File: src/ppoc_defs.vh
// constants for the pwm pin output control block
// assumes one 16-bit control register on a plain strobe port
`ifndef PPOC_DEFS_VH
`define PPOC_DEFS_VH
`define PPOC_ADDR_W        4
`define PPOC_OFF_IOCTL     4'h0
`define PPOC_OFF_STATUS    4'h1
`define PPOC_IOCTL_RESET   16'h0000
`define PPOC_B_HIGH_OWNER  15
`define PPOC_B_LOW_OWNER   14
`define PPOC_B_HIGH_POL    13
`define PPOC_B_LOW_POL     12
`define PPOC_B_MODE_HI     11
`define PPOC_B_MODE_LO     10
`define PPOC_B_HIGH_OVR    9
`define PPOC_B_LOW_OVR     8
`define PPOC_B_OVR_HI      7
`define PPOC_B_OVR_LO      6
`define PPOC_B_FLT_HI      5
`define PPOC_B_FLT_LO      4
`define PPOC_B_CL_HI       3
`define PPOC_B_CL_LO       2
`define PPOC_B_EXCHANGE    1
`define PPOC_B_OVERRIDE_SYNC_SELECT       0
`define PPOC_MODE_COMPL    2'h0
`define PPOC_MODE_REDUND   2'h1
`define PPOC_MODE_PUSHPULL 2'h2
`define PPOC_MODE_INDEP    2'h3
`endif

File: src/ppoc_pin_ctl.v
// pwm pin pair output stage: ownership, polarity, modes, overrides, fault states
// assumes generator signals and period boundary are on i_clock; fault pins are async
`timescale 1ns/1ps
`default_nettype none
`include "ppoc_defs.vh"
module ppoc_pin_ctl (
    input  wire        i_clock,          // 200 MHz module clock
    input  wire        i_sys_rst,        // async reset, active high
    input  wire [3:0]  i_addr,           // register index
    input  wire [15:0] i_wdata,          // write data
    input  wire        i_wr,             // write strobe
    input  wire        i_rd,             // read strobe
    output reg  [15:0] o_rdata,          // read data, cycle after strobe
    input  wire        i_gen_high,       // generator high-side active level
    input  wire        i_gen_low,        // generator low-side active level
    input  wire        i_period_edge,    // time base boundary pulse
    input  wire        i_fault_pin,      // fault input, async, active high
    input  wire        i_climit_pin,     // current limit input, async, active high
    input  wire        i_independent_fault_select, // independent fault handling
    input  wire        i_gpio_high,      // gpio level for high pin
    input  wire        i_gpio_high_oe,   // gpio enable for high pin
    input  wire        i_gpio_low,       // gpio level for low pin
    input  wire        i_gpio_low_oe,    // gpio enable for low pin
    output reg         o_output_high_side,    // high pin level
    output reg         o_output_high_side_oe, // high pin enable
    output reg         o_output_low_side,     // low pin level
    output reg         o_output_low_side_oe   // low pin enable
);
    parameter HAS_INDEPENDENT = 1'b1; // true independent mode present
    ////////////////////////////////////////////////////////////////////
    // registers
    // control word and the copies that actually steer the pins
    reg  [15:0] ioctl_q;        // control register
    reg  [1:0]  ovr_en_q;       // applied override enables {high,low}
    reg  [1:0]  ovr_val_q;      // applied override values {high,low}
    reg         push_phase_q;   // push-pull alternation
    wire        fault_s;        // synced fault
    wire        climit_s;       // synced current limit
    wire [1:0]  mode = ioctl_q[`PPOC_B_MODE_HI:`PPOC_B_MODE_LO];
    wire [1:0]  prot_raw = {i_fault_pin, i_climit_pin}; // raw protection pins {fault,limit}
    wire [1:0]  prot_s;         // synced protection levels {fault,limit}
    genvar      gi;             // synchroniser index
    // synchronise the async protection pins before any logic
    // two stages cost two cycles of reaction but keep metastability off the pins
    generate
        for (gi = 0; gi < 2; gi = gi + 1) begin : g_sync
            ppoc_sync2 u_sync (
                .i_clock   (i_clock),
                .i_sys_rst (i_sys_rst),
                .i_async   (prot_raw[gi]),
                .o_sync    (prot_s[gi])
            );
        end
    endgenerate
    assign fault_s  = prot_s[1];
    assign climit_s = prot_s[0];
    // decode a register index
    // shared by the write and the read decode
    function hit;
        input [3:0] a;
        input [3:0] off;
        begin
            hit = (a == off);
        end
    endfunction
    ////////////////////////////////////////////////////////////////////
    // register port: write, read data one cycle later
    // the port never stalls the master; writes to other indices are dropped
    always @(posedge i_clock or posedge i_sys_rst) begin
        if (i_sys_rst) begin
            ioctl_q <= `PPOC_IOCTL_RESET;
            o_rdata <= 16'h0000;
        end else begin
            o_rdata <= 16'h0000; // data stands only one cycle
            if (i_wr && hit(i_addr, `PPOC_OFF_IOCTL)) begin
                ioctl_q <= i_wdata;
            end
            if (i_rd) begin
                if (hit(i_addr, `PPOC_OFF_IOCTL)) begin
                    o_rdata <= ioctl_q;
                end else if (hit(i_addr, `PPOC_OFF_STATUS)) begin
                    // live state: protection inputs and applied overrides
                    // shows what the pins use now, which may lag the control word
                    o_rdata <= {10'h000, fault_s, climit_s, ovr_en_q, ovr_val_q};
                end
                // unmapped indices read zero
            end
        end
    end
    ////////////////////////////////////////////////////////////////////
    // override capture: immediate or at the time base boundary
    // with the sync bit clear the copy trails the register by one cycle;
    // with it set a change waits for the boundary so no period is cut short
    always @(posedge i_clock or posedge i_sys_rst) begin
        if (i_sys_rst) begin
            ovr_en_q  <= 2'h0;
            ovr_val_q <= 2'h0;
        end else if (!ioctl_q[`PPOC_B_OVERRIDE_SYNC_SELECT] || i_period_edge) begin
            ovr_en_q  <= {ioctl_q[`PPOC_B_HIGH_OVR], ioctl_q[`PPOC_B_LOW_OVR]};
            ovr_val_q <= {ioctl_q[`PPOC_B_OVR_HI], ioctl_q[`PPOC_B_OVR_LO]};
        end
    end
    // push-pull alternates on each period
    // the phase only moves on a boundary, so each period drives one pin
    always @(posedge i_clock or posedge i_sys_rst) begin
        if (i_sys_rst) begin
            push_phase_q <= 1'b0;
        end else if (i_period_edge) begin
            push_phase_q <= ~push_phase_q;
        end
    end
    ////////////////////////////////////////////////////////////////////
    // active-level path: mode, override, protection, exchange
    reg act_h;  // high active level
    reg act_l;  // low active level
    reg sig_h;  // after exchange
    reg sig_l;  // low after exchange
    always @* begin
        act_h = i_gen_high;
        act_l = i_gen_low;
        // start from the generator levels, then let the mode shape the low side, and in push-pull the high side too
        case (mode)
            `PPOC_MODE_COMPL: begin
                act_l = ~i_gen_high;
            end
            `PPOC_MODE_REDUND: begin
                act_l = i_gen_high;
            end
            `PPOC_MODE_PUSHPULL: begin
                // only one side is live in each period
                act_h = i_gen_high & ~push_phase_q;
                act_l = i_gen_high &  push_phase_q;
            end
            `PPOC_MODE_INDEP: begin
                // absent variant falls back to complementary
                if (!HAS_INDEPENDENT) begin
                    act_l = ~i_gen_high;
                end
            end
            default: begin
                // unreachable with two bits; keeps the decode total
                act_l = ~i_gen_high;
            end
        endcase
        // overrides replace the mode result, one pin at a time
        if (ovr_en_q[1]) begin
            act_h = ovr_val_q[1];
        end
        if (ovr_en_q[0]) begin
            act_l = ovr_val_q[0];
        end
        // protection outranks overrides; fault outranks current limit unless the fault select is independent
        // the fault select lives in another register and arrives on this clock
        if (!i_independent_fault_select) begin
            if (fault_s) begin
                act_h = ioctl_q[`PPOC_B_FLT_HI];
                act_l = ioctl_q[`PPOC_B_FLT_LO];
            end else if (climit_s) begin
                act_h = ioctl_q[`PPOC_B_CL_HI];
                act_l = ioctl_q[`PPOC_B_CL_LO];
            end
        end else begin
            // independent: limit feeds high, fault feeds low, cl bits unused
            if (climit_s) begin
                act_h = ioctl_q[`PPOC_B_FLT_HI];
            end
            if (fault_s) begin
                act_l = ioctl_q[`PPOC_B_FLT_LO];
            end
        end
        // exchange runs last, so protection and override states follow the swap
        if (ioctl_q[`PPOC_B_EXCHANGE]) begin
            sig_h = act_l;
            sig_l = act_h;
        end else begin
            sig_h = act_h;
            sig_l = act_l;
        end
    end
    ////////////////////////////////////////////////////////////////////
    // pin stage: polarity and ownership, registered
    // registering the pins keeps decode glitches away from the gate drivers
    // gpio-owned pins take the gpio level and enable one cycle late
    always @(posedge i_clock or posedge i_sys_rst) begin
        if (i_sys_rst) begin
            o_output_high_side    <= 1'b0;
            o_output_high_side_oe <= 1'b0;
            o_output_low_side     <= 1'b0;
            o_output_low_side_oe  <= 1'b0;
        end else begin
            if (ioctl_q[`PPOC_B_HIGH_OWNER]) begin
                // polarity applies to every active level source
                o_output_high_side    <= sig_h ^ ioctl_q[`PPOC_B_HIGH_POL];
                o_output_high_side_oe <= 1'b1;
            end else begin
                o_output_high_side    <= i_gpio_high;
                o_output_high_side_oe <= i_gpio_high_oe;
            end
            if (ioctl_q[`PPOC_B_LOW_OWNER]) begin
                o_output_low_side     <= sig_l ^ ioctl_q[`PPOC_B_LOW_POL];
                o_output_low_side_oe  <= 1'b1;
            end else begin
                o_output_low_side     <= i_gpio_low;
                o_output_low_side_oe  <= i_gpio_low_oe;
            end
        end
    end
endmodule // ppoc_pin_ctl
`default_nettype wire

File: src/ppoc_sync2.v
// two-flop synchroniser for pin inputs
// assumes input is asynchronous to i_clock
`timescale 1ns/1ps
`default_nettype none
module ppoc_sync2 (
    input  wire i_clock,   // module clock
    input  wire i_sys_rst, // async reset, active high
    input  wire i_async,   // raw pin level
    output wire o_sync     // settled level
);
    reg meta_q; // first stage, read only by second stage
    reg sync_q; // second stage
    // plain two-stage chain
    always @(posedge i_clock or posedge i_sys_rst) begin
        if (i_sys_rst) begin
            meta_q <= 1'b0;
            sync_q <= 1'b0;
        end else begin
            meta_q <= i_async;
            sync_q <= meta_q;
        end
    end
    assign o_sync = sync_q;
endmodule // ppoc_sync2
`default_nettype wire
File: config.mk
export PLATFORM = sky130hd
export DESIGN_NAME = ppoc_pin_ctl
export DESIGN_NICKNAME = d
export VERILOG_FILES = /design/src/ppoc_pin_ctl.v /design/src/ppoc_sync2.v
export VERILOG_INCLUDE_DIRS = /design/src
export SDC_FILE = /design/constraint.sdc
export NUM_CORES = 1
export LEC_CHECK = 0
export BUFFER_PORTS_ARGS = -buffer_cell sky130_fd_sc_hd__buf_2
export CAP_MARGIN = 20
export CELL_PAD_IN_SITES_DETAIL_PLACEMENT = 0
export CELL_PAD_IN_SITES_GLOBAL_PLACEMENT = 1
export CORE_MARGIN = 2
export CORE_UTILIZATION = 25
export DETAILED_ROUTE_END_ITERATION = 6
export GPL_ROUTABILITY_DRIVEN = 0
export HOLD_SLACK_MARGIN = 0.1
export PLACE_DENSITY_LB_ADDON = 0.1
export SLEW_MARGIN = 20
export SYNTH_ARGS = -nofsm -noshare
export SYNTH_HDL_FRONTEND = slang
export SYNTH_SLANG_ARGS = --single-unit
export TNS_END_PERCENT = 100
File: constraint.sdc
create_clock -name i_clock -period 2.4 [get_ports i_clock]
set_clock_uncertainty 0.2 [all_clocks]
set_input_delay 0.24 -clock i_clock [delete_from_list [all_inputs] [get_ports i_clock]]
set_output_delay 0.24 -clock i_clock [all_outputs]
set_load 0.02 [all_outputs]
==> impl_metrics.csv, run 1 <==
group,metric,value,unit
critical_path,slowest_delay,0.50,ns
global_routing,grt_max_degree,24,
yosys,syn_avg_cell_area,13.81,sq um
clock_network,htreeDepth,2,
status,status,"finished, final reports clean",
place,placed_cell_area,2231,sq um
critical_path,worstSetupStartpoint,"ioctl_q[10]",
critical_path,path_max_fanout,6,
pwr,swShare,27.95,%
final_layout,final_nets,251,
timing,slew_viol_final,0,
global_routing,overflow,0,
route,wl,4175,um
critical_path,r2r_cells,5,
yosys,synth_top_area_share,62.24,%
timing,relSlewSlack,64.95,%
timing,tightest_slew,0.5250,ns
clock_network,cts_buffer_depth,2,
flow_run,max_cap_viol_count,0,
critical_path,crit_end,"o_output_low_side",
route,vias,1316,
route,firstDrtPassIters,4,
critical_path,r2r-end,"o_output_low_side",
critical_path,worstSetupPathDepth,5,
route,wire_per_inst,13.21,um
pwr,internal_power,0.001304,W
yosys,seq_area_frac_synth,62.24,%
critical_path,start_kind,"flip-flop",
place,place_hpwl,3075,um
timing,fin_crit,1.998,ns
final_layout,final_area,2557,sq um
critical_path,r2r_slack,0.40,ns
yosys,syn-num-nets,165,
timing,finalHoldViolCount,0,
worst_hold_path,min_path_type,"reg -> reg",
pwr,peakVddDrop,0.2257,mV
yosys,synth_warnings,0,
place,io_buffers,53,
clock_network,clock_latency,0.29,ns
route,antenna_left,0,
pwr,total_power,0.001810,W
timing,setup_viol_count_final,0,
floorplanning,start_util,25.35,%
clock_network,cts_tree,"done",
pwr,p_leak,1.247,nW
critical_path,crit_type,"reg -> reg",
yosys,netlist_top_cells_area,"dfrtp_1, mux2_2, mux2i_1",
yosys,yosysTopAreaCell,"dfrtp_1",
clock_network,cts-root-buf,"clkbuf_8",
floorplanning,num_rows,31,
route,drt_iter0_drc,24,
yosys,synthArstFlopShare,100.0,%
timing,rsz0062_at_grt,"false",
yosys,synth-main-ff-cell,"dfrtp_1",
yosys,ys_types,28,
critical_path,worst-path-buf-inv,0,
timing,post-route-period-util,83.24,%
clock_network,clkSlewWorstSetupHoldPaths,0.08,ns
final_layout,num_antenna_cells,0,
route,post-route-drc-count,0,
global_routing,antenna_found_initial,0,
clock_network,cts_sinks,45,
floorplanning,chipHeight,89.07,um
global_routing,grt_pass1_vias,1383,
pwr,seqPwrFrac,53.8,%
critical_path,cpLargestDelayFamily,"simple AND/OR/NAND/NOR gates",
route,viasPerCell,4.165,
critical_path,critPathSlowestCell,"or4b_1",
pwr,p_sw,0.0005058,W
yosys,netlist_area,1809,sq um
global_routing,grt_pass1_wl,6789,um
pwr,pwr-share-clk,26.1,%
yosys,syn-instance-count,131,
critical_path,timing.rr.start,"ioctl_q[10]",
timing,final.setup.tns,0,ns
floorplanning,coreArea,7137,sq um
critical_path,required,2.43,ns
floorplanning,dieArea,7933,sq um
clock_network,cts_buffers,5,
floorplanning,ios,54,
final_layout,drive_gt1_share,41.94,%
floorplanning,die_x,89.07,um
final_layout,synthToLayoutAreaGrowth,41.36,%
clock_network,ctsResizeCount,0,
clock_network,cts_hold_buffers,24,
yosys,synth_seq_cells,45,
critical_path,cp-end-kind,"flip-flop",
global_routing,grt_usage,11.54,%
yosys,synth_edf_count,0,
pwr,pwr_density_cell,707.7,nW/um^2
critical_path,crit_chain,"xor2_1, a2111oi_4, a211oi_1, or4b_1, nand3_1",
timing,fmax,500.6,MHz
critical_path,cp.arrival,2.03,ns
pwr,combPwrFrac,20.1,%
clock_network,post_cts_buffers,0,
-- power groups by stage --
stage	registers, W	logic (W)	clock network [W]
finish	0.000974	0.000364	0.000472
global route	0.000998	0.000408	0.000523
CTS	0.000977	0.000373	0.000493
detailed placement	0.000994	0.000341	0
global placement	0.000989	0.000334	0
floorplan	0.000980	0.000223	0
-- cells by family after synthesis --
logic type / after synthesis / synth area share (%)
AO/OA/AOI/OAI: 13 / 6.708
AND/OR/NAND/NOR: 39 / 12.66
multiplexers: 27 / 16.25
XOR/XNOR: 2 / 0.9684
flip-flops: 45 / 62.24
buffers and inverters: 5 / 1.176
-- worst min path at each step --
stage | to | from | cells after the start | slack (ns)
after CTS | g_sync[1].u_sync.o_sync | g_sync[1].u_sync.meta_q | 0 | 0.15
final | g_sync[0].u_sync.o_sync | g_sync[0].u_sync.meta_q | 0 | 0.15
after global routing | g_sync[0].u_sync.o_sync | g_sync[0].u_sync.meta_q | 0 | 0.16
after detailed placement | o_rdata[8] | i_sys_rst | 2 | 0.13
after floorplan | g_sync[0].u_sync.meta_q | i_climit_pin | 0 | 0.07
after global placement | o_rdata[8] | i_sys_rst | 2 | 0.12
-- per-layer routing --
layer  wire (um)  vias up  share of wire (%)  global-route usage [%]
met2        2077       39                 50                   19.06
li1            -      625                  -                       -
met4          65        0                1.6                   4.071
met3         205        8                4.9                   3.324
met5           0        -                  0                       0
met1        1825      644                 44                   14.46
-- cell usage in the layout (no fill, tap or decap), types with 3 or more instances in the layout --
cell,instances
nand2b_1,5
dfrtp_1,45
nor2_1,8
nand2_1,5
dlygate4sd3_1,24
o211ai_1,4
and2_1,9
mux2_2,19
buf_4,3
buf_2,53
mux2i_1,8
clkbuf_8,6
-- flip-flops by register name (all words and copies together), names as in the netlist --
| signal | cells |
|---|---|
| ovr_val_q | 2 |
| g_sync.u_sync.meta_q | 2 |
| o_output_high_side_oe | 1 |
| o_rdata | 16 |
| ioctl_q | 16 |
| push_phase_q | 1 |
| o_output_low_side | 1 |
| o_output_high_side | 1 |
| g_sync.u_sync.o_sync | 2 |
| o_output_low_side_oe | 1 |
| ovr_en_q | 2 |
-- stage by stage --
step	utilization (%)	hold slack [ns]	setup WS, ns	std cells
3_3_place_gp	31.26	0.1167	0.4332	285
4_1_cts	35.83	0.1535	0.3915	316
3_5_place_dp	31.26	0.1323	0.4015	285
2_1_floorplan	-	0.07143	0.4891	131
6_report	35.83	0.1512	0.4022	316
5_1_grt	35.83	0.1557	0.2777	316
-- synth_stat cells, types with 2 or more instances --
cell / instances
a211oi_1: 2
or2_2: 2
nor2_1: 8
xor2_1: 2
inv_1: 3
buf_2: 2
o32ai_1: 2
and2b_2: 2
dfrtp_1: 45
mux2i_1: 8
mux2_2: 19
nand2b_1: 5
o211ai_1: 4
and2_1: 9
nand2_1: 5
-- cell type report --
class,instances,area (sq um)
repair buffers,81,548.0
fillers,774,4579
flip-flops and latches,45,1126
inverters,3,11.26
well taps,99,123.9
multi-input cells,81,661.9
clock buffers,7,86.33
No activity file was read; power rests on OpenSTA's default activity.
==> run 2: changes to the inputs <==
- clock period: 2.4 -> 1.7 ns (I/O delays scaled with it)
==> run 2 against run 1 <==
The flow now finishes with violations (negative setup slack). Critical path type unchanged. Critical endpoint unchanged. Sequential share of layout area down 2.2 points. Design area rose by 5.3%. Maximum frequency increased by 5.2%. Non-clock buffer count is 16 higher. Highest routed layer unchanged. Core utilization is 1.9 points higher. Worst hold slack got worse by 0.053 ns. Total power rose by 49%. Register-to-register slack got worse by 0.60 ns. Via count increased by 3.3%. Combinational power rose by 82%.
==> impl_metrics.csv, run 2 (synthesized netlist as in run 1, its figures left out) <==
group,metric,value,unit
status,status,"finished with violations",
status,violations,"negative setup slack",
global_routing,overflow,0,
final_layout,final_nets,267,
clock_network,cts_buffers,5,
floorplanning,ios,54,
critical_path,timing.rr.start,"ioctl_q[10]",
timing,setup_viol_count_final,2,
route,wire_per_inst,13.19,um
place,io_buffers,53,
clock_network,clock_latency,0.30,ns
worst_hold_path,min_to,"o_rdata[3]",
timing,fin_crit,1.899,ns
critical_path,slowest_delay,0.52,ns
route,viasPerCell,4.081,
worst_hold_path,hold_path_depth,4,
route,wl,4393,um
place,dp.cells,299,
critical_path,critPathSlowestCell,"or4b_1",
worst_hold_path,min_path_type,"in -> reg",
clock_network,cts_buffer_depth,2,
floorplanning,start_util,25.35,%
critical_path,crit_type,"reg -> reg",
critical_path,r2r_slack,-0.20,ns
route,drt_iter0_drc,28,
critical_path,worst-path-buf-inv,0,
worst_hold_path,hp-start,"i_rd",
critical_path,r2r-end,"o_output_low_side",
final_layout,layout_common_cells,"buf_2, dfrtp_1, dlygate4sd3_1, mux2_2, buf_4",
global_routing,grt_usage,12.35,%
critical_path,cp.arrival,1.94,ns
timing,relSlewSlack,75.45,%
critical_path,path_max_fanout,2,
pwr,peakVddDrop,0.3320,mV
timing,fmax,526.6,MHz
critical_path,cp-end-kind,"flip-flop",
final_layout,final_area,2694,sq um
route,post-route-drc-count,0,
final_layout,num_antenna_cells,0,
pwr,total_power,0.002695,W
route,vias,1359,
timing,post-route-period-util,111.7,%
timing,slew_viol_final,0,
floorplanning,dieArea,7933,sq um
floorplanning,die_x,89.07,um
global_routing,grt_max_degree,46,
floorplanning,num_rows,31,
clock_network,htreeDepth,2,
global_routing,grt_pass1_vias,1456,
place,placed_cell_area,2341,sq um
floorplanning,coreArea,7137,sq um
clock_network,cts-root-buf,"clkbuf_8",
place,place_hpwl,3190,um
pwr,pwr_density_cell,1000,nW/um^2
clock_network,clkSlewWorstSetupHoldPaths,0.09,ns
route,firstDrtPassIters,4,
pwr,p_leak,1.318,nW
final_layout,fin_cells,333,
flow_run,max_cap_viol_count,0,
route,antenna_left,0,
critical_path,crit_chain,"xor2_1, a2111oi_4, a211oi_2, or4b_1, nand3_1",
timing,fin_ws,-0.1991,ns
timing,final.setup.tns,-0.2693,ns
clock_network,cts_sinks,45,
critical_path,required,1.74,ns
global_routing,antenna_found_initial,0,
final_layout,synthToLayoutAreaGrowth,48.89,%
global_routing,grt_pass1_wl,7189,um
critical_path,r2r_cells,5,
floorplanning,chipHeight,89.07,um
final_layout,top_regs,"ioctl_q x16, o_rdata x16",
final_layout,drive_gt1_share,47.86,%
clock_network,cts_tree,"done",
critical_path,cpLargestDelayFamily,"simple AND/OR/NAND/NOR gates",
critical_path,start_kind,"flip-flop",
timing,tightest_slew,0.3679,ns
timing,finalHoldViolCount,0,
final_layout,layout_commonest_cell,"buf_2",
timing,rsz0062_at_grt,"true",
[run 2: final cells by class]
| type | instances | area [sq um] |
|---|---|---|
| clock buffer | 5 | 68.82 |
| clock inverter | 3 | 22.52 |
| fill | 730 | 4443 |
| inverter | 3 | 11.26 |
| multi-input combinational | 81 | 671.9 |
| sequential | 45 | 1127 |
| tap | 99 | 123.9 |
| timing repair buffer | 97 | 668.1 |
[run 2: worst max-delay path by stage]
stage	startpoint	to	slack, ns	depth (start not counted)
final	ioctl_q[10]	o_output_low_side	-0.20	5
after global routing	g_sync[0].u_sync.o_sync	o_output_low_side	-0.28	5
after CTS	ioctl_q[10]	o_output_low_side	-0.20	5
after detailed placement	ovr_en_q[0]	o_output_low_side	-0.20	5
after global placement	ovr_en_q[0]	o_output_low_side	-0.17	5
after floorplan	ioctl_q[10]	o_output_low_side	-0.15	5
[run 2: layer usage]
layer	track usage (%)	share of wire (%)
met1	15.80	45
met2	20.15	48
met3	3.878	5.4
met4	3.664	1.1
met5	0	0
[run 2: per-stage QoR]
step | setup slack (ns) | utilization [%] | hold slack (ns)
floorplan | -0.1498 | - | 0.001430
global placement | -0.1671 | 32.80 | 0.02084
detailed placement | -0.1984 | 32.80 | 0.02744
CTS | -0.1991 | 37.55 | 0.1019
global route | -0.2838 | 37.75 | 0.1083
finish | -0.1991 | 37.75 | 0.09841
[run 2: report_power, final]
group	internal [W]	total (W)	switching, W
Combinational	0.000378	0.000661	0.000283
Clock	0.000289	0.000681	0.000393
Sequential	0.00123	0.00135	0.000121
[run 2: timing repair]
| item | 4_1_cts | 5_1_grt |
|---|---|---|
| hold buffers | 24 | 0 |
| endpoints found under the hold margin | 68 | 0 |
| setup buffers | 1 | 1 |
| cloned | 0 | 0 |
| resized for setup | 0 | 2 |
| pin swaps | 2 | 1 |
| endpoints found under the setup margin | 2 | 2 |
[run 2: tightest hold or removal path, delay by kind of cell]
family | cells | cell delay, ns
and+or+nand+nor | 2 | 0.15
buffers and inverters | 2 | 0.26
